File: config.mk
export PLATFORM = sky130hd
export DESIGN_NAME = irq_vectoring
export DESIGN_NICKNAME = d
export VERILOG_FILES = /design/src/inc/irq_vec_pkg.sv /design/src/design/irq_vectoring.sv
export SDC_FILE = /design/constraint.sdc
export NUM_CORES = 1
export LEC_CHECK = 0
export BUFFER_PORTS_ARGS = -buffer_cell sky130_fd_sc_hd__buf_2
export CAP_MARGIN = 10
export CORE_MARGIN = 1
export CORE_UTILIZATION = 48
export DETAILED_ROUTE_END_ITERATION = 10
export PLACE_DENSITY = 0.88
export SLEW_MARGIN = 40
export SYNTH_ARGS = -nofsm -noshare
export SYNTH_HDL_FRONTEND = slang
export SYNTH_SLANG_ARGS = --single-unit
export TNS_END_PERCENT = 20
File: constraint.sdc
create_clock -name core_clk_i -period 2.28 [get_ports core_clk_i]
set_input_delay 0.456 -clock core_clk_i [delete_from_list [all_inputs] [get_ports core_clk_i]]
set_output_delay 0.456 -clock core_clk_i [all_outputs]
set_load 0.01 [all_outputs]
File: src/inc/irq_vec_pkg.sv
// package for the interrupt arbitration and vectoring block
// assumes a single 50 MHz system clock
`default_nettype none
package irq_vec_pkg;
  localparam int unsigned NUM_SRC = 17;
  localparam int unsigned IDX_W = 5;
  localparam int unsigned VEC_W = 16;
  localparam logic [VEC_W-1:0] RESET_VECTOR = 16'h0000;
  localparam logic [VEC_W-1:0] VEC_BASE = 16'h0003;
  localparam logic [VEC_W-1:0] VEC_STEP = 16'h0008;
  localparam logic [VEC_W-1:0] VEC_LAST = 16'h0083;
  // fixed order indices
  localparam logic [IDX_W-1:0] SRC_EXT0 = 5'h00;
  localparam logic [IDX_W-1:0] SRC_TIMER0 = 5'h01;
  localparam logic [IDX_W-1:0] SRC_EXT1 = 5'h02;
  localparam logic [IDX_W-1:0] SRC_TIMER1 = 5'h03;
  localparam int unsigned SRC_SERIAL0 = 4;
  localparam int unsigned SRC_TIMER2 = 5;
  localparam int unsigned SRC_SPI = 6;
  localparam int unsigned SRC_SMBUS = 7;
  localparam int unsigned SRC_USB = 8;
  localparam int unsigned SRC_ADC_WIN = 9;
  localparam int unsigned SRC_ADC_DONE = 10;
  localparam int unsigned SRC_PCA = 11;
  localparam int unsigned SRC_CMP0 = 12;
  localparam int unsigned SRC_CMP1 = 13;
  localparam int unsigned SRC_TIMER3 = 14;
  localparam int unsigned SRC_VBUS = 15;
  localparam int unsigned SRC_SERIAL1 = 16;
  // comparator control flag positions
  localparam int unsigned CMP_FALL_BIT = 4;
  localparam int unsigned CMP_RISE_BIT = 5;
  // latency figures in system clocks
  localparam int unsigned DETECT_CLKS = 1;
  localparam int unsigned CALL_CLKS = 5;
  localparam int unsigned MIN_RESPONSE_CLKS = 6;
  localparam int unsigned RETURN_FROM_IRQ_CLKS = 6;
  localparam int unsigned DIV_CLKS = 8;
  localparam int unsigned MAX_RESPONSE_CLKS = 20;
  localparam logic [2:0] CALL_LAST = 3'(CALL_CLKS - 1);
  localparam logic [16:0] SRC_ENABLE_RESET = 17'h00000;
  localparam logic [16:0] SRC_PRIO_RESET = 17'h00000;

  typedef enum logic [1:0] {
    ST_RUN,
    ST_CALL,
    ST_HOLD
  } seq_state_e;

  typedef struct packed {
    logic instr_done;   // current instruction completes this cycle
    logic return_from_irq_done;    // completing instruction is a return
    logic stall;        // flash write/erase or usb fifo access
  } cpu_status_s;

  typedef struct packed {
    seq_state_e state;
    logic [2:0] call_cnt;
    logic [IDX_W-1:0] sel_idx;
    logic sel_high;
    logic hold_one;          // one instruction must run after a return
    logic [1:0] active;      // bit0 low isr running, bit1 high isr running
    logic req;
    logic [VEC_W-1:0] vector;
    logic call_go;
    logic call_done;
    logic [3:0] hw_clear;    // ext0, timer0, ext1, timer1
  } irq_state_s;
endpackage
`default_nettype wire

File: src/design/irq_vectoring.sv
// interrupt arbitration, vectoring and response timing
// assumes flags synchronous to core_clk_i and a cpu sequencer that
// reports instruction completion and stalls each cycle
// ---------------------------------------------------------------
// What this block does
// - sample and decode pending requests every clock
// - fastest response: one detect, five call clocks
// - one instruction runs after return before call
// - worst case twenty clocks: return then divide
// - equal or higher running routine blocks request
// - cpu stall defers vectoring, adds its length
// - reset vector zero; sources 0x0003 step eight
// - ties broken by lowest fixed index first
// - only ext0/1, timer0/1 flags cleared on vectoring
// - enable bits gate sources; priority bits set level
// - spi requested by any of four flags
// - comparator requested by fall or rise flag
// - timer3 requested by high or low overflow
// - serial1 requested by receive or transmit flag
// - global enable gates all maskable requests
// - high preempts low; high never preempted
// - flag still set after return re-enters routine
// ---------------------------------------------------------------
`default_nettype none
module irq_vectoring (
  input wire logic core_clk_i,
  input wire logic rst_n_i,
  input wire logic global_irq_enable_i,
  input wire logic [6:0] enable_reg_first_i,
  input wire logic [7:0] enable_reg_second_i,
  input wire logic [1:0] enable_reg_third_i,
  input wire logic [6:0] priority_reg_first_i,
  input wire logic [7:0] priority_reg_second_i,
  input wire logic [1:0] priority_reg_third_i,
  input wire logic ext0_pending_i,
  input wire logic timer0_overflow_flag_i,
  input wire logic ext1_pending_i,
  input wire logic timer1_overflow_flag_i,
  input wire logic serial0_rx_flag_i,
  input wire logic serial0_tx_flag_i,
  input wire logic timer2_high_overflow_i,
  input wire logic timer2_low_overflow_i,
  input wire logic spi_done_flag_i,
  input wire logic spi_write_collision_i,
  input wire logic spi_mode_fault_i,
  input wire logic spi_rx_overrun_i,
  input wire logic smbus_flag_i,
  input wire logic usb_flag_i,
  input wire logic adc_window_flag_i,
  input wire logic adc_done_flag_i,
  input wire logic pca_module_flag_i,
  input wire logic [7:0] cmp0_control_i,
  input wire logic [7:0] cmp1_control_i,
  input wire logic timer3_high_overflow_i,
  input wire logic timer3_low_overflow_i,
  input wire logic vbus_level_flag_i,
  input wire logic serial1_rx_flag_i,
  input wire logic serial1_tx_flag_i,
  input wire irq_vec_pkg::cpu_status_s cpu_i,
  output logic irq_request_o,
  output logic [15:0] irq_vector_o,
  output logic call_start_o,
  output logic call_done_o,
  output logic [3:0] hw_flag_clear_o,
  output logic [1:0] isr_active_o
);

  // -------------------------------------------------------------
  // source gathering
  // -------------------------------------------------------------
  logic [16:0] flag;
  logic [16:0] enable;
  logic [16:0] prio;
  logic [16:0] req_hi;
  logic [16:0] req_lo;

  always_comb begin
    flag = {serial1_rx_flag_i | serial1_tx_flag_i,
            vbus_level_flag_i,
            timer3_high_overflow_i | timer3_low_overflow_i,
            cmp1_control_i[irq_vec_pkg::CMP_FALL_BIT]
              | cmp1_control_i[irq_vec_pkg::CMP_RISE_BIT],
            cmp0_control_i[irq_vec_pkg::CMP_FALL_BIT]
              | cmp0_control_i[irq_vec_pkg::CMP_RISE_BIT],
            pca_module_flag_i,
            adc_done_flag_i,
            adc_window_flag_i,
            usb_flag_i,
            smbus_flag_i,
            spi_done_flag_i | spi_write_collision_i
              | spi_mode_fault_i | spi_rx_overrun_i,
            timer2_high_overflow_i | timer2_low_overflow_i,
            serial0_rx_flag_i | serial0_tx_flag_i,
            timer1_overflow_flag_i,
            ext1_pending_i,
            timer0_overflow_flag_i,
            ext0_pending_i};
    enable = {enable_reg_third_i, enable_reg_second_i,
              enable_reg_first_i};
    prio = {priority_reg_third_i, priority_reg_second_i,
            priority_reg_first_i};
  end

  genvar gi;
  generate
    for (gi = 0; gi < irq_vec_pkg::NUM_SRC; gi++) begin : g_src
      assign req_hi[gi] = global_irq_enable_i & enable[gi] & flag[gi]
                          & prio[gi];
      assign req_lo[gi] = global_irq_enable_i & enable[gi] & flag[gi]
                          & ~prio[gi];
    end
  endgenerate

  // -------------------------------------------------------------
  // arbitration
  // -------------------------------------------------------------
  function automatic logic [4:0] first_set(input logic [16:0] v);
    logic [4:0] r;
    r = 5'h00;
    for (int i = irq_vec_pkg::NUM_SRC - 1; i >= 0; i--) begin
      if (v[i]) begin
        r = 5'(i);
      end
    end
    return r;
  endfunction

  logic win_any;
  logic win_high;
  logic [4:0] win_idx;

  always_comb begin
    win_high = |req_hi;
    win_any = win_high | (|req_lo);
    win_idx = win_high ? first_set(req_hi) : first_set(req_lo);
  end

  // -------------------------------------------------------------
  // sequencer
  // -------------------------------------------------------------
  irq_vec_pkg::irq_state_s s_q, s_d;
  logic allowed;

  always_comb begin
    s_d = s_q;
    s_d.call_go = 1'b0;
    s_d.call_done = 1'b0;
    s_d.hw_clear = 4'h0;
    // blocking by running routine of equal or higher level
    allowed = win_any && !s_q.active[1]
              && !(s_q.active[0] && !win_high);
    // request and selection refreshed every cycle except at call start; request held low during the call
    s_d.req = allowed;
    s_d.sel_idx = win_idx;
    s_d.sel_high = win_high;
    // vector holds the reset value until a request is allowed
    if (allowed) begin
      s_d.vector = irq_vec_pkg::VEC_BASE
                   + 16'({win_idx, 3'h0});
    end
    unique case (s_q.state)
      irq_vec_pkg::ST_RUN: begin
        if (cpu_i.instr_done && !cpu_i.stall) begin
          if (cpu_i.return_from_irq_done) begin
            // one more instruction before any call
            s_d.hold_one = 1'b1;
            if (s_q.active[1]) begin
              s_d.active[1] = 1'b0;
            end else begin
              s_d.active[0] = 1'b0;
            end
          end else begin
            // the one instruction after a return may end in the call
            s_d.hold_one = 1'b0;
            if (s_q.req) begin
            // detected last cycle, now start the call
            s_d.state = irq_vec_pkg::ST_CALL;
            s_d.call_cnt = 3'h0;
            s_d.call_go = 1'b1;
            s_d.req = 1'b0;
            s_d.sel_idx = s_q.sel_idx;
            s_d.sel_high = s_q.sel_high;
            s_d.vector = s_q.vector;
            if (s_q.sel_high) begin
              s_d.active[1] = 1'b1;
            end else begin
              s_d.active[0] = 1'b1;
            end
            // only the four oldest flags clear by hardware
            if (s_q.sel_idx <= irq_vec_pkg::SRC_TIMER1) begin
              s_d.hw_clear[s_q.sel_idx[1:0]] = 1'b1;
            end
            end
          end
        end
      end
      irq_vec_pkg::ST_CALL: begin
        s_d.req = 1'b0;
        s_d.vector = s_q.vector;
        if (!cpu_i.stall) begin
          s_d.call_cnt = s_q.call_cnt + 3'h1;
          if (s_q.call_cnt == irq_vec_pkg::CALL_LAST) begin
            s_d.state = irq_vec_pkg::ST_RUN;
            s_d.call_done = 1'b1;
          end
        end
      end
      default: begin
        s_d.state = irq_vec_pkg::ST_RUN;
      end
    endcase
  end

  always_ff @(posedge core_clk_i or negedge rst_n_i) begin
    if (!rst_n_i) begin
      s_q <= '0;
      s_q.state <= irq_vec_pkg::ST_RUN;
      s_q.vector <= irq_vec_pkg::RESET_VECTOR;
    end else begin
      s_q <= s_d;
    end
  end

  assign irq_request_o = s_q.req;
  assign irq_vector_o = s_q.vector;
  assign call_start_o = s_q.call_go;
  assign call_done_o = s_q.call_done;
  assign hw_flag_clear_o = s_q.hw_clear;
  assign isr_active_o = s_q.active;

  // -------------------------------------------------------------
  // checks
  // -------------------------------------------------------------
  call_length_a: assert property (
    @(posedge core_clk_i) disable iff (!rst_n_i)
    call_start_o && !cpu_i.stall ##1 !cpu_i.stall [*4] |=> call_done_o)
    else $error("call did not finish in five clocks");

  high_blocks_a: assert property (
    @(posedge core_clk_i) disable iff (!rst_n_i)
    isr_active_o[1] |=> !irq_request_o)
    else $error("request raised during high routine");

  global_mask_a: assert property (
    @(posedge core_clk_i) disable iff (!rst_n_i)
    !global_irq_enable_i |=> !irq_request_o)
    else $error("request without global enable");

  vector_range_a: assert property (
    @(posedge core_clk_i) disable iff (!rst_n_i)
    irq_request_o |-> (irq_vector_o[2:0] == 3'h3
      && irq_vector_o <= irq_vec_pkg::VEC_LAST))
    else $error("vector out of table");

  ext0_first_a: assert property (
    @(posedge core_clk_i) disable iff (!rst_n_i)
    (global_irq_enable_i && enable_reg_first_i[0] && ext0_pending_i
     && priority_reg_first_i[0] && !s_q.active[1]
     && s_q.state == irq_vec_pkg::ST_RUN && !s_q.req)
    |=> irq_vector_o == irq_vec_pkg::VEC_BASE)
    else $error("ext0 lost arbitration at high level");

  return_from_irq_hold_a: assert property (
    @(posedge core_clk_i) disable iff (!rst_n_i)
    (s_q.state == irq_vec_pkg::ST_RUN && cpu_i.instr_done
     && cpu_i.return_from_irq_done && !cpu_i.stall) |=> !call_start_o)
    else $error("call issued straight after return");

  stall_defer_a: assert property (
    @(posedge core_clk_i) disable iff (!rst_n_i)
    cpu_i.stall && s_q.state == irq_vec_pkg::ST_RUN |=> !call_start_o)
    else $error("vectoring during stall");

  hw_clear_a: assert property (
    @(posedge core_clk_i) disable iff (!rst_n_i)
    $rose(call_start_o) |-> (hw_flag_clear_o == 4'h0)
      == (s_q.sel_idx > irq_vec_pkg::SRC_TIMER1))
    else $error("hardware clear on wrong source");

endmodule
`default_nettype wire

## Yosys cells after proc, flatten, opt, wreduce, memory -nomap -nowiden

Index checks and enable logic that the tools add are counted.

| word-level totals | value |
|---|---|
| register bits after elaboration | 37 |
| input bits | 78 |

| cells by class | value |
|---|---|
| add/subtract/negate cells | 2 |
| magnitude comparators | 3 |
| equality and inequality tests | 10 |
| multiplexer cells | 62 |
| bitwise logic cells | 96 |
| reductions and logical operators | 21 |

Operators with widths:

| kind | number |
|---|---|
| two-way mux 5 bit | 36 |
| AND 1 bit | 68 |
| case mux 17 bit (2 select lines) | 1 |
| OR reduction 17 bit | 2 |
| two-way mux 32 bit | 1 |
| two-way mux 11 bit | 2 |
| two-way mux 20 bit | 1 |
| two-way mux 4 bit | 5 |
| two-way mux 18 bit | 1 |
| NOT 1 bit | 18 |
| two-way mux 16 bit | 1 |
| AND reduction 5 bit | 3 |
| inequality test 2 bit, second input constant | 7 |
| OR 1 bit | 10 |
| adder 2 x 8 -> 9 bit, first input constant | 1 |
| two-way mux 9 bit | 1 |
| two-way mux 1 bit | 8 |
| case mux 3 bit (2 select lines) | 1 |
| nonzero test 2 bit | 3 |
| less-or-equal comparator 5 x 2 -> 1 bit, second input constant | 1 |
| logical AND 1 bit | 5 |
| zero test 1 bit | 4 |
| inequality test 4 bit, second input constant | 1 |
| case mux 2 bit (2 select lines) | 1 |
| 11 further kinds | 12 |

## Depth between registers and ports, before layout

Gate-level depths: netlist (run 1).

| depth | value |
|---|---|
| depth in word-level cells | 27 |
| mapped depth | 10 |
| gate-level depth less buffers | 6 |

## Least setup slack after synthesis (run 1)

No wires, ideal clock.

| timing | value |
|---|---|
| kind | in2reg |
| start | in global_irq_enable_i |
| end | reg s_q (netlist bit irq_vector_o[4]) |
| setup time | 0.125 ns |
| arrival time | 2.023 ns |
| required time | 2.155 ns |
| path slack | 0.131 ns |
| stages | 9 |
| path buffers | 3 |
| cell sequence | buf_6 > buf_4 > nand4_1 > o2111ai_1 > or3_4 > nor2_4 > a21o_1 > buf_6 > mux2_4 |

| on the way | value |
|---|---|
| word-level cells in the longest chain between the ends | 26 |
| elaborated cells between the ends (all ways) | 115 |
| classes of those cells | add/sub: 1; mux: 38; bitwise: 69; reduce/logical: 7 |

RTL lines:

| element | RTL line | RTL |
|---|---|---|
| start, declared | irq_vectoring.sv:28 | `input wire logic global_irq_enable_i,` |
| AND 1 bit (2 in a row) | irq_vectoring.sv:107, irq_vectoring.sv:109 |  |
| AND 1 bit (on tied branches) | irq_vectoring.sv:110, irq_vectoring.sv:108 |  |
| two-way mux 5 bit (16 in a row) | irq_vectoring.sv:121 | `if (v[i]) begin` |
| two-way mux 5 bit | irq_vectoring.sv:135 | `win_idx = win_high ? first_set(req_hi) : first_set(req_lo);` |
| adder 2 x 8 -> 9 bit | irq_vectoring.sv:159 | `+ 16'({win_idx, 3'h0});` |
| two-way mux 16 bit * | irq_vectoring.sv:157 | `if (allowed) begin` |
| two-way mux 20 bit | irq_vectoring.sv:175 | `if (s_q.req) begin` |
| two-way mux 18 bit | irq_vectoring.sv:164 | `if (cpu_i.return_from_irq_done) begin` |
| two-way mux 32 bit | irq_vectoring.sv:163 | `if (cpu_i.instr_done && !cpu_i.stall) begin` |
| case mux 17 bit (2 select lines) * | irq_vectoring.sv:161 | `unique case (s_q.state)` |
| end, declared | irq_vectoring.sv:141 | `irq_vec_pkg::irq_state_s s_q, s_d;` |

Mark *: on every way between the ends. The rest lies on a longest branch, timed or not. The select of a mux whose other input is x is not followed.
A chain may end at the register's enable or synchronous reset.

## Final worst setup path (run 1)

| timing | value |
|---|---|
| start | in global_irq_enable_i |
| end | reg s_q (netlist bit irq_vector_o[6]) |

Same word-level chain as after synthesis.

==> impl_metrics.ini, run 1 <==
[synth]
yosysWarnings = 0
syn-cell-area_um2 = 2330
ys_types = 58
synth_enable_flop_cells = 0
async_flop_share_pct = 100
avgSynthCellArea_um2 = 9.52
synthesis.nets = 325
syn_inst = 245
synth_top_flop_cell = dfrtp_1
ys_seq_area_share_pct = 37.5
synth-seq-cells = 35

[place]
hpwl_um = 4670
dp_cells = 405
gp_congestion = 0.871
placed_cell_area_um2 = 2960
io_buffer_count = 90

[drt]
via_per_inst = 5.45
met2_length_um = 2890
maxUsedRoutingLayer = met4
totalWireLength_um = 5560
drt_iter0_markers = 106
drc_errors = 0
vias = 2252
wl_met1_um = 2340
antenna_left = 0
wl_per_cell_um = 13.5
dr.pass1.iters = 4
wl_met3_um = 253

[floorplan]
initial_core_util_pct = 49.7
die-area_um2 = 5140
core_area_um2 = 4690
die_w_um = 71.7
ios = 103
num_rows = 25
die_h_um = 71.7

[grt]
grt_pass1_wl_um = 9500
grt_pass1_vias = 2184
grt_overflow = 0
track_usage_pct = 23.5
grt_max_degree = 36
antenna_found_initial = 0

[power_and_ir_drop]
power.leakage_uw = 0.00158
power_density_nw_per_um2 = 668
ir_worst_vdd_uv = 308

[critical_path]
slowest_stage = nor4_2
worst-path-buf-inv = 2
crit_arrival_ps = 2310
cp-end-kind = flop
r2r_end = irq_vector_o[9]
cp_top_family = simple AND/OR/NAND/NOR gates
path_max_fanout = 17
rrSetupSlack_ps = 640
worst_setup_path_start_kind = primary input
cp_cell_sequence = buf_2 -> and4b_4 -> nor4_2 -> nor3b_2 -> a31o_1 -> a21o_1 -> buf_4 -> mux2i_1
r2r_cells = 5
path_class = in2reg
worst_ep_required_time_ps = 2490
max_stage_delay_ps = 320
reg2reg_from = irq_request_o

[sta]
worstMarginPinSlew_ps = 474
fin_crit_ps = 2100
setup_viol = 0
slew_violations = 0
max_freq_mhz = 475
maxSlewHeadroom_pct = 68.1
period_share_pct = 92.3
fin_skew_ps = 6.87
rsz0062_at_grt = false
hold_viol = 0

[clocking]
clock-sinks = 35
cts_setup_buffers = 0
clkSlewWorstSetupHoldPaths_ps = 70
tritoncts = done
insertion_delay_ps = 290
cts_root_buf = clkbuf_8
htree_levels = 2
hold_buffers = 0
numCtsBuffers = 5
clock_path_buffers = 2
cts.repair.resized = 0

[cells_and_area]
final_cells = 413
finalInstanceArea_um2 = 3050
final_net_count = 438
fillers = 373
post-route-util_pct = 65.0
diodes = 0
areaGrowthSynthToFinish_pct = 30.8
drive_gt1_share_pct = 45.1

[outcome]
status = completed

[min_path]
hold_path.class = in2async

[job]
max_cap_viol_count = 0
worst register-to-register path: stages, from the launching register on:
cell and delay, ps:
dfrtp_1 400, nor3b_1 160, or3_1 360, a21o_1 250
buf_4 190, and2_1 160
report_power, final:
part | switching, uW | internal, uW | total [uW] | leakage (uW)
Combinational | 377 | 387 | 764 | 0.00109
Sequential | 101 | 741 | 842 | 0.000445
Clock | 219 | 212 | 431 | 0.0000402
cell families (layout without fill, tap and decap cells):
group / count (synthesis) / after routing / share of synthesized area [%]
multiplexers: 8 / 8 / 4.08
AO/OA/AOI/OAI: 58 / 58 / 18.6
adder cells (fa/ha/maj): 2 / 2 / 1.07
buffers and inverters: 40 / 154 / 11.6
flip-flops: 35 / 35 / 37.5
AND/OR/NAND/NOR: 102 / 102 / 27.1
cell usage in the layout (no fill, tap or decap), types with 3 or more instances in the layout:
cell type / netlist / layout
and4b_1: 4 / 4
a21oi_1: 7 / 7
nand3_1: 3 / 3
o2111ai_1: 3 / 3
o21ai_0: 5 / 5
nand2_1: 12 / 12
dfrtp_1: 35 / 35
buf_4: 24 / 46
a21boi_0: 3 / 3
inv_1: 9 / 9
nor3b_1: 3 / 3
o21ai_1: 3 / 3
o21bai_1: 3 / 3
o211ai_1: 7 / 7
o22ai_1: 3 / 3
mux2_2: 4 / 4
clkbuf_8: 0 / 5
nand4_1: 14 / 14
nand4b_1: 5 / 5
nor2_1: 22 / 22
and2_1: 9 / 9
a31oi_1: 4 / 4
buf_2: 0 / 89
nor3_1: 3 / 3
nand2b_1: 8 / 8
cell type report:
type / count / area [um^2] / area share [%]
Timing Repair Buffer: 135 / 791 / 25.9
Clock buffer: 5 / 68.8 / 2.26
Tap cell: 54 / 67.6 / 2.21
Clock inverter: 3 / 20.0 / 0.656
Inverter: 11 / 41.3 / 1.35
Sequential cell: 35 / 876 / 28.7
Multi-Input combinational cell: 170 / 1190 / 38.9
synth_stat cells (3+ instances only):
cell type  count  area [um^2]
and2_1         9         56.3
o21ai_0        5         25.0
nor3b_1        3         22.5
a31oi_1        4         25.0
nor3_1         3         15.0
buf_4         24          180
dfrtp_1       35          876
a21boi_0       3         22.5
nand2b_1       8         50.1
mux2_2         4         45.0
o21bai_1       3         22.5
nor2_1        22         82.6
nand3_1        3         15.0
nand2_1       12         45.0
buf_6          4         45.0
inv_1          9         33.8
nand4_1       14         87.6
a21oi_1        7         35.0
and4b_1        4         40.0
o21ai_1        3         15.0
nand4b_1       5         43.8
o211ai_1       7         52.6
o22ai_1        3         18.8
o2111ai_1      3         26.3
how the worst max path moves through the flow:
stage                      endpoint  depth (start not counted)                start
CTS                 irq_vector_o[6]                          8  global_irq_enable_i
finish              irq_vector_o[6]                          8  global_irq_enable_i
global route        irq_vector_o[6]                          9  global_irq_enable_i
global placement    irq_vector_o[7]                          7  global_irq_enable_i
detailed placement  irq_vector_o[6]                          8  global_irq_enable_i
floorplan           irq_vector_o[4]                          9  global_irq_enable_i
per-stage QoR:
stage | hold slack (ps) | TNS, ps | setup slack [ps] | total power (uW)
CTS | 241 | 0 | 153 | 2040
global route | 135 | 0 | 36.4 | 2170
detailed placement | 447 | -1190 | -141 | 1610
finish | 104 | 0 | 175 | 2040
global placement | 445 | -351 | -72.3 | 1560
floorplan | 160 | 0 | 131 | 1370
registers in the layout, summed over array words and instances, names as in the netlist:
name,cells
call_start_o,1
irq_vector_o,16
hw_flag_clear_o,4
irq_request_o,1
s_q,10
isr_active_o,2
call_done_o,1
metal layers:
| metal | track usage [%] | vias to the layer above |
|---|---|---|
| li1 | - | 1120 |
| met1 | 26.8 | 1045 |
| met2 | 43.6 | 80 |
| met3 | 4.78 | 7 |
| met4 | 7.63 | 0 |
| met5 | 0 | - |
(Power assumes the default switching activity.)
==> run 2: changes to the inputs <==
CELL_PAD_IN_SITES_DETAIL_PLACEMENT = 1   (was not set)
CELL_PAD_IN_SITES_GLOBAL_PLACEMENT = 1   (was not set)
CORE_UTILIZATION = 35   (was 48)
==> impl_metrics.ini, run 2 (synthesis results as in run 1) <==
[outcome]
status = completed

[clocking]
cts_root_buf = clkbuf_8
clock_path_buffers = 2
insertion_delay_ps = 280
tritoncts = done
cts_setup_buffers = 0
htree_levels = 2
numCtsBuffers = 5
clkSlewWorstSetupHoldPaths_ps = 80
clock-sinks = 35

[floorplan]
die-area_um2 = 7000
die_w_um = 83.7
num_rows = 29
ios = 103
core_area_um2 = 6390
die_h_um = 83.7
initial_core_util_pct = 36.5

[grt]
track_usage_pct = 20.8
grt_max_degree = 36
grt_overflow = 0
grt_pass1_wl_um = 11800
antenna_found_initial = 0
grt_pass1_vias = 2587

[drt]
wl_per_cell_um = 15.9
dr.pass1.iters = 4
via_per_inst = 5.41
drt_iter0_markers = 56
antenna_left = 0
vias = 2366
totalWireLength_um = 6930
drc_errors = 0

[cells_and_area]
diodes = 0
post-route-util_pct = 48.8
layout_common_cells = buf_2 (89), buf_4 (47), dfrtp_1 (35)
drive_gt1_share_pct = 45.8
largest_reg_flops = 16
regMostFlops = irq_vector_o
layout_commonest_cell = buf_2
final_net_count = 439
areaGrowthSynthToFinish_pct = 33.6

[critical_path]
reg2reg_from = irq_request_o
max_stage_delay_ps = 320
cp-end-kind = flop
cp_cell_sequence = buf_2 -> and4b_4 -> nor4_2 -> nor3b_2 -> a31o_1 -> a21o_2 -> mux2_4
r2r_cells = 4
slowest_stage = nor4_2
cp_top_family = simple AND/OR/NAND/NOR gates
path_class = in2reg
worst-path-buf-inv = 1
worst_setup_path_start_kind = primary input
worst_ep_required_time_ps = 2450
rrSetupSlack_ps = 480
path_max_fanout = 19
crit_arrival_ps = 2280
r2r_end = hw_flag_clear_o[0]

[sta]
fin_crit_ps = 2110
hold_ws_ps = 112
setup_viol = 0
rsz0062_at_grt = false
max_freq_mhz = 473
period_share_pct = 92.7
slew_violations = 0
worstMarginPinSlew_ps = 563
fin_skew_ps = 9.99
hold_viol = 0
maxSlewHeadroom_pct = 62.2

[power_and_ir_drop]
p_sw_uw = 720
p_comb_share_pct = 35.7
switching_share_pct = 33.2
seqPwrFrac_pct = 39.3
p_int_uw = 1450
power_density_nw_per_um2 = 696
power.leakage_uw = 0.00160
pwr-share-clk_pct = 25.1
ir_worst_vdd_uv = 496

[min_path]
hold_path.class = in2async

[job]
max_cap_viol_count = 0

[place]
gp_congestion = 0.809
hpwl_um = 5900
io_buffer_count = 90
[run 2: cell count changes in the layout (fill, tap and decap cells not counted)]
cell	previous run	this run
a21o_1	2	1
a21o_2	0	1
clkinvlp_4	2	0
nor3_2	0	1
buf_4	46	47
bufinv_16	0	1
clkinv_4	0	1
nor3_1	3	2
[run 2: what timing repair did]
| item | 4_1_cts | 5_1_grt |
|---|---|---|
| gates resized for setup | 0 | 2 |
| setup endpoints to repair | 0 | 14 |
| hold buffers | 0 | 0 |
[run 2: power by group through the flow]
stage / Clock (uW) / Combinational (uW) / Sequential [uW]
after global routing: 584 / 850 / 869
after floorplan: 0 / 537 / 829
after detailed placement: 0 / 774 / 858
after CTS: 556 / 784 / 852
final: 544 / 775 / 853
after global placement: 0 / 723 / 847
[run 2: how the worst max path moves through the flow]
stage / cells past startpoint / end / from
2_1_floorplan: 9 / irq_vector_o[4] / global_irq_enable_i
3_3_place_gp: 8 / irq_vector_o[4] / global_irq_enable_i
3_5_place_dp: 9 / irq_vector_o[6] / global_irq_enable_i
4_1_cts: 9 / irq_vector_o[6] / global_irq_enable_i
5_1_grt: 9 / s_q[28] / global_irq_enable_i
6_report: 7 / irq_vector_o[7] / global_irq_enable_i
[run 2: metrics by stage]
stage                     setup slack [ps]  instance area (um^2)  power (uW)  setup TNS (ps)  instances
after floorplan                        131                  2330        1370               0        245
after global placement                -120                  3000        1570           -1300        429
after detailed placement              -271                  3000        1630           -4030        429
after CTS                             1.29                  3110        2190               0        437
after global routing                  56.6                  3120        2300               0        437
final                                  166                  3120        2170               0        437
[run 2: metal layers]
layer  global-route usage [%]  part of all wire (%)  vias to the layer above
met3                     3.56                   5.1                       14
li1                         -                     -                     1123
met1                     22.1                    38                     1139
met5                        0                     0                        -
met2                     40.5                    55                       90
met4                     7.70                   2.0                        0
[run 2: area by class of cell]
class | count | area [um^2]
fill | 790 | 3270
multi-input combinational | 170 | 1190
sequential | 35 | 876
timing repair buffer | 136 | 798
tap | 77 | 96.3
clock buffer | 5 | 68.8
clock inverter | 3 | 43.8
inverter | 11 | 41.3
==> run 3: changes to the inputs <==
--- a/config.mk
+++ b/config.mk
@@ -7,7 +7,7 @@
 export LEC_CHECK = 0
 export BUFFER_PORTS_ARGS = -buffer_cell sky130_fd_sc_hd__buf_2
-export CAP_MARGIN = 10
 export CELL_PAD_IN_SITES_DETAIL_PLACEMENT = 1
 export CELL_PAD_IN_SITES_GLOBAL_PLACEMENT = 1
+export CORE_ASPECT_RATIO = 1.75
 export CORE_MARGIN = 1
 export CORE_UTILIZATION = 35
==> constraint.sdc (replaced) <==
create_clock -name core_clk_i -period 2.28 [get_ports core_clk_i]
set_input_delay 0.456 -clock core_clk_i [delete_from_list [all_inputs] [get_ports core_clk_i]]
set_output_delay 0.456 -clock core_clk_i [all_outputs]
set_load 0.005 [all_outputs]
==> impl_metrics.ini, run 3 (synthesis results as in run 1) <==
[outcome]
status = completed

[critical_path]
reg2reg_from = irq_request_o
rrSetupSlack_ps = 630
path_class = in2reg
cp-startpoint = global_irq_enable_i
cp_cell_sequence = clkbuf_4 -> and4b_4 -> nor4_2 -> nor3b_2 -> a31o_1 -> a21o_2 -> buf_4 -> mux2i_1
r2r_end = hw_flag_clear_o[0]
crit_arrival_ps = 2380
worst_ep_required_time_ps = 2470
path_max_fanout = 23
worst_setup_path_start_kind = primary input
cp-end-kind = flop
r2r_cells = 4
slowest_stage = nor4_2
max_stage_delay_ps = 320

[sta]
max_freq_mhz = 458
worstMarginPinSlew_ps = 518
slew_violations = 0
fin_skew_ps = 1.99
maxSlewHeadroom_pct = 65.1
setup_viol = 0
hold_viol = 0
fin_crit_ps = 2180
period_share_pct = 95.8
fin_tns_setup_ps = 0

[place]
io_buffer_count = 90
gp_congestion = 0.903
hpwl_um = 5930

[floorplan]
num_rows = 39
die-area_um2 = 7010
ios = 103
core_area_um2 = 6490
initial_core_util_pct = 36.0
die_h_um = 110
die_w_um = 63.7

[power_and_ir_drop]
p_int_uw = 1560
ir_worst_vdd_uv = 278
seqPwrFrac_pct = 37.8
power.leakage_uw = 0.00161
switching_share_pct = 31.2
power_density_nw_per_um2 = 719
pwr-share-clk_pct = 28.9
p_comb_share_pct = 33.3
p_sw_uw = 707

[clocking]
clock_path_buffers = 2
clkSlewWorstSetupHoldPaths_ps = 50
clock-sinks = 35
tritoncts = done
cts_setup_buffers = 0
numCtsBuffers = 5
cts_root_buf = clkbuf_16
insertion_delay_ps = 270
htree_levels = 2

[cells_and_area]
largest_reg_flops = 16
layout_commonest_cell = buf_2
regMostFlops = irq_vector_o
post-route-util_pct = 48.5
drive_gt1_share_pct = 45.5
areaGrowthSynthToFinish_pct = 35.0
layout_common_cells = buf_2 (88), buf_4 (46), dfrtp_1 (35)
diodes = 0
final_net_count = 438

[job]
max_cap_viol_count = 0

[grt]
grt_pass1_vias = 2534
grt_max_degree = 36
track_usage_pct = 21.3
grt_overflow = 0
grt_pass1_wl_um = 11500
antenna_found_initial = 0

[drt]
antenna_left = 0
drt_iter0_markers = 81
wl_per_cell_um = 16.0
drc_errors = 0
vias = 2371
totalWireLength_um = 7050
dr.pass1.iters = 4
via_per_inst = 5.39

[min_path]
hold_path.class = in2async
## run 3: cell count changes in the layout (fill, tap and decap cells not counted), sizes merged
cell / change
buf: -2
clkinv: -1
clkbuf: +2
bufinv: -1
## run 3: area by class of cell
type	count	area, um^2
fillers	789	3340
repair buffers	135	793
clock inverters	1	5.00
multi-input cells	170	1190
flip-flops and latches	35	876
well taps	82	103
clock buffers	6	139
inverters	11	41.3
## run 3: how the worst max path moves through the flow
stage	to	slack, ps
2_1_floorplan	irq_vector_o[4]	130
3_3_place_gp	irq_vector_o[5]	-140
3_5_place_dp	irq_vector_o[6]	-290
4_1_cts	irq_vector_o[6]	2
5_1_grt	irq_vector_o[6]	-7
6_report	irq_vector_o[6]	100
## run 3: timing repair
item / in CTS / in global routing
hold buffers: 0 / 0
resized for setup: 1 / 2
endpoints found under the setup margin: 2 / 9
cloned: 0 / 0
## run 3: per-layer routing
layer	track usage, %	share of wire [%]	vias up
li1	-	-	1117
met1	18.4	32	1159
met2	45.7	61	76
met3	2.37	3.5	19
met4	10.6	3.6	0
met5	0	0	-
## run 3: power groups by stage
| stage | sequential, uW | combinational (uW) | clock, uW |
|---|---|---|---|
| finish | 856 | 754 | 655 |
| detailed placement | 862 | 751 | 0 |
| CTS | 857 | 762 | 668 |
| floorplan | 824 | 515 | 0 |
| global placement | 849 | 706 | 0 |
| global route | 872 | 837 | 691 |
## run 3: worst max-delay path, delay by kind of cell
kind	cells	cell delay, ps
compound gates	2	450
buf+inv	2	400
mux	1	190
simple gates	3	880
## run 3: through the flow
stage / std cells / area, um^2 / hold slack (ps) / total power [uW] / setup WS [ps]
floorplan: 245 / 2330 / 160 / 1340 / 131
global placement: 433 / 3000 / 448 / 1550 / -145
detailed placement: 433 / 3000 / 455 / 1610 / -288
CTS: 440 / 3140 / 279 / 2290 / 2.47
global route: 440 / 3150 / 157 / 2400 / -7.00
finish: 440 / 3150 / 121 / 2260 / 95.7
